==> src/shared/uart_regmap_pkg.sv <==
/*
 Constants for the UART channel register map and receive interrupts.
 Assumes a host on an 8-bit parallel bus with a 3-bit address.
*/
// Function
// - Extended bits exist only while enhanced enable bit 4 is set.
// - Enable opens mask[7:4], fifo[5:4], modem[7:5], fraction.
// - Fraction at 010 needs line[7]=1, line not 0xBF, enable set; 4 bits.
// - Feature: mode, scratch swap, trigger table, duplex, IR, hysteresis.
// - Mask gates rx ready, tx empty, line status, modem status sources.
// - FIFO rx interrupt mode: fifo bit 0, mask bit 0; source bits 7,6 set, code 4.
// - In FIFO mode rx interrupt rises when fill level reaches trigger.
// - Rx interrupt drops once reads bring fill level below trigger.
// - Source shows rx level status; clears with interrupt below trigger.
// - Data ready sets when a character enters FIFO, clears when empty.
// - Enhanced bank only at line control 0xBF; flow chars at 100-111.
package uart_regmap_pkg;
   // ----------------------------------------------------------------
   // Offsets
   // ----------------------------------------------------------------
   localparam logic [2:0] OFS_DATA = 3'h0;
   localparam logic [2:0] OFS_MASK = 3'h1;
   localparam logic [2:0] OFS_SRC = 3'h2;
   localparam logic [2:0] OFS_LINE_CTRL = 3'h3;
   localparam logic [2:0] OFS_MODEM_CTRL = 3'h4;
   localparam logic [2:0] OFS_LINE_STAT = 3'h5;
   localparam logic [2:0] OFS_MODEM_STAT = 3'h6;
   localparam logic [2:0] OFS_SCRATCH = 3'h7;
   localparam logic [2:0] OFS_DIV_LOW = 3'h0;
   localparam logic [2:0] OFS_DIV_HIGH = 3'h1;
   localparam logic [2:0] OFS_FRACTION = 3'h2;
   localparam logic [2:0] OFS_TRIGGER = 3'h0;
   localparam logic [2:0] OFS_FEATURE = 3'h1;
   localparam logic [2:0] OFS_ENHANCED = 3'h2;
   localparam logic [2:0] OFS_RESUME1 = 3'h4;
   // ----------------------------------------------------------------
   // Fields and keys
   // ----------------------------------------------------------------
   localparam logic [7:0] ENH_BANK_KEY = 8'hbf;
   localparam int ENH_ENABLE_BIT = 4;
   localparam int LINE_DIV_BIT = 7;
   localparam int FEAT_SWAP_BIT = 6;
   localparam int FEAT_IR_BIT = 2;
   localparam int FIFO_ENABLE_BIT = 0;
   localparam int FIFO_RXRST_BIT = 1;
   localparam logic [1:0] TRIG_TABLE_PROG = 2'h3;
   localparam logic [3:0][7:0] TRIG_TABLE = {8'h0e, 8'h08, 8'h04, 8'h01};
   // ----------------------------------------------------------------
   // Reset values and source codes
   // ----------------------------------------------------------------
   localparam logic [7:0] RST_REG = 8'h00;
   localparam logic [3:0] SRC_LINE = 4'h6;
   localparam logic [3:0] SRC_RX = 4'h4;
   localparam logic [3:0] SRC_TX = 4'h2;
   localparam logic [3:0] SRC_MODEM = 4'h0;
   localparam logic [3:0] SRC_NONE = 4'h1;
   localparam int FIFO_DEPTH_DEF = 64;
endpackage : uart_regmap_pkg

==> src/shared/rx_path_if.sv <==
/*
 Receive path signals between the register map, store and evaluator.
 Assumes one clock domain shared by all users.
*/
`timescale 1ns/1ps
interface rx_path_if #(parameter int DW = 8, parameter int LW = 8);
   logic push;
   logic [DW-1:0] push_data;
   logic pop;
   logic flush;
   logic [DW-1:0] head_data;
   logic [LW-1:0] level;
   logic empty;
   logic [LW-1:0] trigger;
   logic fifo_en;
   logic [3:0] mask;
   logic tx_empty;
   logic line_err;
   logic modem_chg;
   logic [3:0] src_code;
   logic pending;
   modport store(input push, push_data, pop, flush,
      output head_data, level, empty);
   modport eval(input level, empty, trigger, fifo_en, mask, tx_empty,
      line_err, modem_chg, output src_code, pending);
endinterface : rx_path_if

==> src/rx_char_store.sv <==
/*
 Receive character store with fill level counter.
 Assumes DEPTH a power of two, below 256; push when full is dropped.
*/
`timescale 1ns/1ps
module rx_char_store
   import uart_regmap_pkg::*;
#(
   parameter int DEPTH = FIFO_DEPTH_DEF
) (
   input wire logic clk_i,
   input wire logic sys_rst_i,
   rx_path_if.store bus
);
   localparam int AW = $clog2(DEPTH);
   logic [7:0] mem [DEPTH];
   logic [AW-1:0] wp_q, wp_d, rp_q, rp_d;
   logic [7:0] cnt_q, cnt_d;
   logic wen, ren;

   always_comb begin
      wp_d = wp_q;
      rp_d = rp_q;
      cnt_d = cnt_q;
      wen = bus.push && (cnt_q != 8'(DEPTH));
      ren = bus.pop && (cnt_q != 8'h00);
      if (bus.flush) begin
         wp_d = '0;
         rp_d = '0;
         cnt_d = 8'h00;
         wen = 1'b0;
      end else begin
         if (wen) wp_d = wp_q + 1'b1;
         if (ren) rp_d = rp_q + 1'b1;
         case ({wen, ren})
            2'b10: cnt_d = cnt_q + 1'b1;
            2'b01: cnt_d = cnt_q - 1'b1;
            default: cnt_d = cnt_q;
         endcase
      end
   end

   always_ff @(posedge clk_i) begin
      if (sys_rst_i) begin
         wp_q <= '0;
         rp_q <= '0;
         cnt_q <= 8'h00;
      end else begin
         wp_q <= wp_d;
         rp_q <= rp_d;
         cnt_q <= cnt_d;
      end
   end

   // No reset on storage, contents are don't-care while empty
   always_ff @(posedge clk_i) begin
      if (wen) mem[wp_q] <= bus.push_data;
   end

   assign bus.head_data = mem[rp_q];
   assign bus.level = cnt_q;
   assign bus.empty = (cnt_q == 8'h00);
endmodule : rx_char_store

==> src/rx_irq_eval.sv <==
/*
 Interrupt source selection for one channel, purely combinational.
 Assumes line and modem events are held high by their owners.
*/
`timescale 1ns/1ps
module rx_irq_eval
   import uart_regmap_pkg::*;
(
   rx_path_if.eval bus
);
   logic rx_hit;

   always_comb begin
      // Non-FIFO mode: any held character counts
      rx_hit = !bus.empty;
      if (bus.fifo_en) begin
         rx_hit = !bus.empty && (bus.level >= bus.trigger);
      end
      // Fixed priority, line status first
      if (bus.mask[2] && bus.line_err) begin
         bus.src_code = SRC_LINE;
      end else if (bus.mask[0] && rx_hit) begin
         bus.src_code = SRC_RX;
      end else if (bus.mask[1] && bus.tx_empty) begin
         bus.src_code = SRC_TX;
      end else if (bus.mask[3] && bus.modem_chg) begin
         bus.src_code = SRC_MODEM;
      end else begin
         bus.src_code = SRC_NONE;
      end
      bus.pending = (bus.src_code != SRC_NONE);
   end
endmodule : rx_irq_eval

==> src/uart_regmap_top.sv <==
/*
 Register map and receive interrupt logic of one UART channel.
 Assumes a synchronous host bus: one-cycle rd_i/wr_i strobes, address
 and data valid with them; read data appears one cycle later.
*/
`timescale 1ns/1ps
module uart_regmap_top
   import uart_regmap_pkg::*;
#(
   parameter int DEPTH = FIFO_DEPTH_DEF,
   parameter bit CHANNEL_B = 1'b0,
   // Arbitrary identification values
   parameter logic [7:0] DEVICE_ID = 8'h5c,
   parameter logic [7:0] REVISION = 8'h01
) (
   input wire logic clk_i,
   input wire logic sys_rst_i,
   input wire logic [2:0] addr_i,
   input wire logic wr_i,
   input wire logic rd_i,
   input wire logic [7:0] wdata_i,
   output logic [7:0] rdata_o,
   input wire logic rx_push_i,
   input wire logic [7:0] rx_char_i,
   input wire logic tx_empty_i,
   input wire logic line_err_i,
   input wire logic modem_chg_i,
   input wire logic [7:0] modem_stat_i,
   output logic irq_o,
   output logic [15:0] divisor_o,
   output logic [3:0] fraction_o,
   output logic [7:0] feature_o,
   output logic [7:0] enhanced_o,
   output logic [7:0] line_ctrl_o,
   output logic [7:0] modem_ctrl_o
);
   // ----------------------------------------------------------------
   // State
   // ----------------------------------------------------------------
   logic [7:0] lctl_q, lctl_d;
   logic [7:0] dvlo_q, dvlo_d;
   logic [7:0] dvhi_q, dvhi_d;
   logic [3:0] frac_q, frac_d;
   logic [7:0] feat_q, feat_d;
   logic [7:0] enh_q, enh_d;
   logic [7:0] trig_q, trig_d;
   logic [7:0] imask_q, imask_d;
   logic [7:0] fifoc_q, fifoc_d;
   logic [7:0] mcr_q, mcr_d;
   logic [7:0] spr_q, spr_d;
   logic [7:0] emsr_q, emsr_d;
   logic [3:0][7:0] chars_q, chars_d;
   logic [7:0] rdata_q, rdata_d;
   logic irq_q, irq_d;

   logic enh_bank, div_bank, ext_on, divs_zero;
   logic div_lo, frac_sel, norm_sel;
   logic [7:0] mask_vis, mcr_vis;

   rx_path_if #(.DW(8), .LW(8)) ev ();

   // ----------------------------------------------------------------
   // Bank decode
   // ----------------------------------------------------------------
   assign enh_bank = (lctl_q == ENH_BANK_KEY);
   assign div_bank = lctl_q[LINE_DIV_BIT] && !enh_bank;
   assign ext_on = enh_q[ENH_ENABLE_BIT];
   assign divs_zero = (dvlo_q == 8'h00) && (dvhi_q == 8'h00);
   assign div_lo = div_bank && (addr_i[2:1] == 2'b00);
   // Fraction hidden when disabled; the normal register shows through
   assign frac_sel = div_bank && ext_on && (addr_i == OFS_FRACTION);
   assign norm_sel = !enh_bank && !div_lo && !frac_sel;
   assign mask_vis = ext_on ? imask_q : {4'h0, imask_q[3:0]};
   assign mcr_vis = ext_on ? mcr_q : {3'h0, mcr_q[4:0]};

   // ----------------------------------------------------------------
   // Receive path hookup
   // ----------------------------------------------------------------
   assign ev.push = rx_push_i;
   assign ev.push_data = rx_char_i;
   // Reading the holding register consumes one character
   assign ev.pop = rd_i && norm_sel && (addr_i == OFS_DATA);
   assign ev.flush = wr_i && norm_sel && (addr_i == OFS_SRC)
      && wdata_i[FIFO_ENABLE_BIT] && wdata_i[FIFO_RXRST_BIT];
   assign ev.fifo_en = fifoc_q[FIFO_ENABLE_BIT];
   assign ev.trigger = (feat_q[5:4] == TRIG_TABLE_PROG) ? trig_q
      : TRIG_TABLE[fifoc_q[7:6]];
   assign ev.mask = imask_q[3:0];
   assign ev.tx_empty = tx_empty_i;
   assign ev.line_err = line_err_i;
   assign ev.modem_chg = modem_chg_i;

   rx_char_store #(.DEPTH(DEPTH)) u_store (
      .clk_i(clk_i),
      .sys_rst_i(sys_rst_i),
      .bus(ev)
   );

   rx_irq_eval u_eval (
      .bus(ev)
   );

   // ----------------------------------------------------------------
   // Register writes and read mux
   // ----------------------------------------------------------------
   always_comb begin
      lctl_d = lctl_q;
      dvlo_d = dvlo_q;
      dvhi_d = dvhi_q;
      frac_d = frac_q;
      feat_d = feat_q;
      enh_d = enh_q;
      trig_d = trig_q;
      imask_d = imask_q;
      fifoc_d = fifoc_q;
      mcr_d = mcr_q;
      spr_d = spr_q;
      emsr_d = emsr_q;
      chars_d = chars_q;
      rdata_d = rdata_q;
      irq_d = ev.pending;
      if (wr_i) begin
         if (addr_i == OFS_LINE_CTRL) begin
            lctl_d = wdata_i;
         end else if (enh_bank) begin
            case (addr_i)
               OFS_TRIGGER: trig_d = wdata_i;
               OFS_FEATURE: begin
                  feat_d = wdata_i;
                  if (!CHANNEL_B) feat_d[FEAT_IR_BIT] = 1'b0;
               end
               OFS_ENHANCED: enh_d = wdata_i;
               default: begin
                  if (addr_i[2]) chars_d[addr_i[1:0]] = wdata_i;
               end
            endcase
         end else if (div_lo) begin
            if (addr_i[0]) dvhi_d = wdata_i;
            else dvlo_d = wdata_i;
         end else if (frac_sel) begin
            frac_d = wdata_i[3:0];
         end else begin
            case (addr_i)
               OFS_MASK: begin
                  imask_d[3:0] = wdata_i[3:0];
                  if (ext_on) imask_d[7:4] = wdata_i[7:4];
               end
               OFS_SRC: begin
                  // Other bits only take effect with the enable bit set
                  fifoc_d[FIFO_ENABLE_BIT] = wdata_i[FIFO_ENABLE_BIT];
                  if (wdata_i[FIFO_ENABLE_BIT]) begin
                     fifoc_d[7:6] = wdata_i[7:6];
                     fifoc_d[3] = wdata_i[3];
                     fifoc_d[2:1] = 2'b00;
                     if (ext_on) fifoc_d[5:4] = wdata_i[5:4];
                  end
               end
               OFS_MODEM_CTRL: begin
                  mcr_d[4:0] = wdata_i[4:0];
                  if (ext_on) mcr_d[7:5] = wdata_i[7:5];
               end
               OFS_SCRATCH: begin
                  if (feat_q[FEAT_SWAP_BIT]) emsr_d = wdata_i;
                  else spr_d = wdata_i;
               end
               default: begin
               end
            endcase
         end
      end
      if (rd_i) begin
         if (addr_i == OFS_LINE_CTRL) begin
            rdata_d = lctl_q;
         end else if (enh_bank) begin
            case (addr_i)
               OFS_TRIGGER: rdata_d = ev.level;
               OFS_FEATURE: rdata_d = feat_q;
               OFS_ENHANCED: rdata_d = enh_q;
               default: rdata_d = chars_q[addr_i[1:0]];
            endcase
         end else if (div_lo) begin
            // Identity shows only while both divisor bytes are zero
            if (addr_i[0]) begin
               rdata_d = divs_zero ? DEVICE_ID : dvhi_q;
            end else begin
               rdata_d = divs_zero ? REVISION : dvlo_q;
            end
         end else if (frac_sel) begin
            rdata_d = {4'h0, frac_q};
         end else begin
            case (addr_i)
               OFS_DATA: rdata_d = ev.head_data;
               OFS_MASK: rdata_d = mask_vis;
               OFS_SRC: rdata_d = {{2{fifoc_q[FIFO_ENABLE_BIT]}}, 2'b00,
                  ev.src_code};
               OFS_MODEM_CTRL: rdata_d = mcr_vis;
               OFS_LINE_STAT: rdata_d = {line_err_i, tx_empty_i,
                  tx_empty_i, 4'h0, !ev.empty};
               OFS_MODEM_STAT: rdata_d = modem_stat_i;
               OFS_SCRATCH: begin
                  // Swapped slot reports the receive fill level
                  rdata_d = feat_q[FEAT_SWAP_BIT] ? ev.level : spr_q;
               end
               default: rdata_d = 8'h00;
            endcase
         end
      end
   end

   always_ff @(posedge clk_i) begin
      if (sys_rst_i) begin
         lctl_q <= RST_REG;
         dvlo_q <= RST_REG;
         dvhi_q <= RST_REG;
         frac_q <= 4'h0;
         feat_q <= RST_REG;
         enh_q <= RST_REG;
         trig_q <= RST_REG;
         imask_q <= RST_REG;
         fifoc_q <= RST_REG;
         mcr_q <= RST_REG;
         spr_q <= RST_REG;
         emsr_q <= RST_REG;
         chars_q <= '0;
         rdata_q <= RST_REG;
         irq_q <= 1'b0;
      end else begin
         lctl_q <= lctl_d;
         dvlo_q <= dvlo_d;
         dvhi_q <= dvhi_d;
         frac_q <= frac_d;
         feat_q <= feat_d;
         enh_q <= enh_d;
         trig_q <= trig_d;
         imask_q <= imask_d;
         fifoc_q <= fifoc_d;
         mcr_q <= mcr_d;
         spr_q <= spr_d;
         emsr_q <= emsr_d;
         chars_q <= chars_d;
         rdata_q <= rdata_d;
         irq_q <= irq_d;
      end
   end

   assign rdata_o = rdata_q;
   assign irq_o = irq_q;
   assign divisor_o = {dvhi_q, dvlo_q};
   assign fraction_o = frac_q;
   assign feature_o = feat_q;
   assign enhanced_o = enh_q;
   assign line_ctrl_o = lctl_q;
   assign modem_ctrl_o = mcr_q;
endmodule : uart_regmap_top

==> config.mk <==
export PLATFORM = sky130hd
export DESIGN_NAME = uart_regmap_top
export DESIGN_NICKNAME = d
export VERILOG_FILES = /design/src/shared/uart_regmap_pkg.sv /design/src/shared/rx_path_if.sv /design/src/rx_char_store.sv /design/src/rx_irq_eval.sv /design/src/uart_regmap_top.sv
export SDC_FILE = /design/constraint.sdc
export NUM_CORES = 1
export LEC_CHECK = 0
export ABC_AREA = 0
export BUFFER_PORTS_ARGS = -buffer_cell sky130_fd_sc_hd__buf_2
export CAP_MARGIN = 10
export CORE_MARGIN = 2
export CORE_UTILIZATION = 55
export CTS_CLUSTER_SIZE = 14
export DETAILED_ROUTE_END_ITERATION = 7
export GPL_TIMING_DRIVEN = 0
export PLACE_DENSITY = 0.83
export SLEW_MARGIN = 20
export SYNTH_ARGS = -nofsm -noshare
export SYNTH_HDL_FRONTEND = slang
export SYNTH_SLANG_ARGS = --single-unit
==> constraint.sdc <==
create_clock -name clk_i -period 3.4 [get_ports clk_i]
set_input_delay 0.17 -clock clk_i [delete_from_list [all_inputs] [get_ports clk_i]]
set_output_delay 0.17 -clock clk_i [all_outputs]
set_load 0.005 [all_outputs]
==> impl_metrics.env <==
export IMPL_syn_num_nets=1802
export IMPL_viasPerCell=6.698
export IMPL_hold_viol=0
export IMPL_fin_crit_sh_pct=104.1
export IMPL_rsz0062_at_grt="true"
export IMPL_grt_pass1_vias=17761
export IMPL_ys_seq_area_share_pct=67.02
export IMPL_grt_pass1_wl_mm=120.8
export IMPL_fin_util_pct=64.55
export IMPL_cp_max_fo=9
export IMPL_yosys_warnings=0
export IMPL_core_sq_um=48950
export IMPL_worst_setup_path_start_kind="register"
export IMPL_synth_cells=1749
export IMPL_synth_edf_count=512
export IMPL_highest_layer="met5"
export IMPL_clkTransAtPathRegs_ns=0.06
export IMPL_htreeDepth=3
export IMPL_dr_wl_met3_mm=8.550
export IMPL_cp_slowest_cell="nor2_2"
export IMPL_route_vias_total=17696
export IMPL_insertion_delay_ns=0.63
export IMPL_cts_num_sinks=657
export IMPL_ys_ff_latch=657
export IMPL_syn_to_final_growth_pct=15.85
export IMPL_hp_class="in2reg"
export IMPL_io_buffer_count=90
export IMPL_initial_core_util_pct=55.72
export IMPL_root_buffer="clkbuf_16"
export IMPL_clock_fmax_mhz=282.5
export IMPL_synthArstFlopShare_pct=0
export IMPL_peakVddDrop_uv=749.7
export IMPL_worstSetupPathType="reg2reg"
export IMPL_clockBufferDepth=3
export IMPL_grt_start_max_net_pins=65
export IMPL_slew_viol_final=0
export IMPL_synth_cell_types=77
export IMPL_syn_area_sq_um=27270
export IMPL_placed_area_sq_um=28590
export IMPL_cts_tree="built"
export IMPL_wl_met2_mm=40.72
export IMPL_drcViolationCount=0
export IMPL_dr_pass1_iters=6
export IMPL_cts_buffers=68
export IMPL_final_nets=1982
export IMPL_crit_chain="inv_1, o21ai_1, a2111oi_4, a21oi_1, and2_1, nand2_1, nor2_2"
export IMPL_place_ws_ns=-0.7291
export IMPL_die_h_um=226.7
export IMPL_m1WireLength_mm=30.32
export IMPL_tightest_slew_ns=1.132
export IMPL_setup_viol=61
export IMPL_endpoint_kind="register"
export IMPL_antennaDiodeCount=0
export IMPL_skew_ns=0.03491
export IMPL_gp_congestion=0.9969
export IMPL_place_inst=2503
export IMPL_drt_initial_drc_count=2635
export IMPL_fillers=3268
export IMPL_leakage_nw=10.34
export IMPL_fin_crit_ns=3.540
export IMPL_layout_setup_ws_ns=-0.1396
export IMPL_io_pins=96
export IMPL_ys_flop_type="edfxtp_1"
export IMPL_layout_drive_gt1_share_pct=25.13
export IMPL_num_rows=81
export IMPL_fp_dieArea_sq_um=51390
export IMPL_slew_headroom_pct=24.56
export IMPL_dieWidth_um=226.7
export IMPL_avgSynthCellArea_sq_um=15.59
export IMPL_grt_use_total_pct=33.42
export IMPL_required_ns=3.65
export IMPL_status="finished with violations"
export IMPL_critical_path_max_stage_delay_ns=0.68
export IMPL_ant_nets=0
export IMPL_grt_overflow=0
export IMPL_wirelength_mm=84.75
export IMPL_violations="negative setup slack"
export IMPL_wl_per_cell_um=32.08
export IMPL_final_cells=2642
export IMPL_antenna_found_initial=3
export IMPL_hpwl_mm=53.64
export IMPL_design_area_sq_um=31600
export IMPL_worstPathArrival_ns=3.79
export IMPL_pwr_density_cell_nw_per_um2=532.7
export IMPL_max_cap_violations=0
-- layer usage --
| metal | vias up | track usage (%) |
|---|---|---|
| met5 | - | 0 |
| met4 | 6 | 17.95 |
| met3 | 303 | 7.827 |
| met2 | 1302 | 54.27 |
| met1 | 8915 | 41.88 |
| li1 | 7170 | - |
-- layout make-up --
cell class | count | area (sq um) | share of cell area [%]
Tap cell | 664 | 830.8 | 2.629
Timing Repair Buffer | 112 | 660.6 | 2.091
Inverter | 14 | 52.55 | 0.1663
Clock inverter | 29 | 332.8 | 1.053
Multi-Input combinational cell | 969 | 9001 | 28.49
Clock buffer | 90 | 1847 | 5.845
Buffer | 107 | 589.3 | 1.865
Sequential cell | 657 | 18280 | 57.86
-- where the power goes --
group          switching, mW  total [mW]  leakage (nW)  internal (mW)
Combinational          0.483       0.685          3.51          0.202
Sequential            0.0358        8.72          5.78           8.68
Clock                   3.25        7.43          1.05           4.18
Total                   3.77        16.8          10.3           13.1
-- kinds of logic (layout without fill, tap and decap cells) --
logic type / Yosys count / count (layout) / share of synthesized area (%)
DFF: 657 / 657 / 67.02
AOI/OAI and AO/OA: 216 / 216 / 5.083
buffers and inverters: 123 / 352 / 2.266
xor gates and xnor gates: 12 / 12 / 0.3854
other: 1 / 1 / 0.01375
and+or+nand+nor: 462 / 462 / 7.602
muxes: 260 / 260 / 16.78
adders and majority gates: 18 / 18 / 0.8533
-- cells in the mapped netlist (7+ instances only) --
cell type	number	share of area (%)
nand2b_1	11	0.25
nor3_1	7	0.13
a21oi_1	81	1.5
o21ai_0	37	0.68
buf_2	26	0.48
o221ai_1	7	0.22
mux2i_1	101	3.7
clkbuf_1	55	0.76
buf_1	11	0.15
mux4_1	20	1.9
mux4_2	131	11
or3_1	8	0.18
o211ai_1	7	0.19
xor2_1	8	0.26
nand2_1	135	1.9
a22oi_1	9	0.25
nor2_1	213	2.9
dfxtp_1	145	11
nand3_1	13	0.24
a211oi_1	13	0.36
edfxtp_1	512	56
ha_1	17	0.78
buf_4	9	0.25
o22ai_1	12	0.28
nor2b_1	15	0.34
mux2_2	8	0.33
nand4_1	13	0.30
inv_1	12	0.17
-- path summary, 6_finish.rpt --
path	from	endpoint	slack (ns)	cells after the start
worst max register to register	enhanced_o[4]	u_store.mem[11][6]	-0.14	7
worst min register to register	chars_q[9]	chars_q[9]	0.45	2
worst min-delay path	modem_chg_i	irq_o	0.07	3
worst max-delay path	enhanced_o[4]	u_store.mem[11][6]	-0.14	7
-- state kept, by name (all words and copies together), names as in the netlist, 4 cells and up, named ones only --
name	flops
spr_q	8
fraction_o	4
u_store.wp_q	6
line_ctrl_o	8
trig_q	8
rdata_o	8
dvhi_q	8
u_store.bus.level	8
dvlo_q	8
u_store.rp_q	6
feature_o	7
modem_ctrl_o	8
enhanced_o	8
chars_q	32
imask_q	8
u_store.mem	512
-- worst max-delay path, delay by kind of cell, from the launching register on --
family	cells	cell delay [ns]
buffers and inverters	1	0.25
AO/OA/AOI/OAI	3	0.79
AND/OR/NAND/NOR	3	1.49
flip-flops	1	0.64
-- layout by cell type, fill, tap and decap left out, drive strengths merged, types with 7 or more instances in the layout --
cell and n:
clkbuf 150, nor2 213, edfxtp 512, ha 17
o221ai 7, nor3 8, dfxtp 145, a211oi 13
nor4 9, o22ai 12, a2111oi 8, xor2 8
nand3 13, a21oi 81, o211ai 7, mux2i 101
or3 8, nor2b 15, mux4 151, nand2 135
nand2b 11, buf 151, a22oi 9, nand4 13
inv 15, mux2 8, o21ai 39, clkinv 21
-- what timing repair did --
action                                  in CTS  in global routing
hold buffers                                 6                  0
setup buffers                                2                 14
endpoints found under the setup margin     522                510
resized for setup                          112                 67
hold endpoints to repair                    21                  0
pin swaps                                    9                 11
-- metrics by stage --
stage                     hold slack (ns)  total power, mW  setup TNS (ns)
after floorplan                    0.2689            9.190               0
after global placement             0.4364            9.491         -237.29
after detailed placement           0.4474            9.511         -238.59
after CTS                         0.03820            16.79          -29.58
after global routing              0.08167            17.16          -14.07
final                             0.07165            16.83          -4.878
Note: power is estimated with default switching activity, not from simulation.
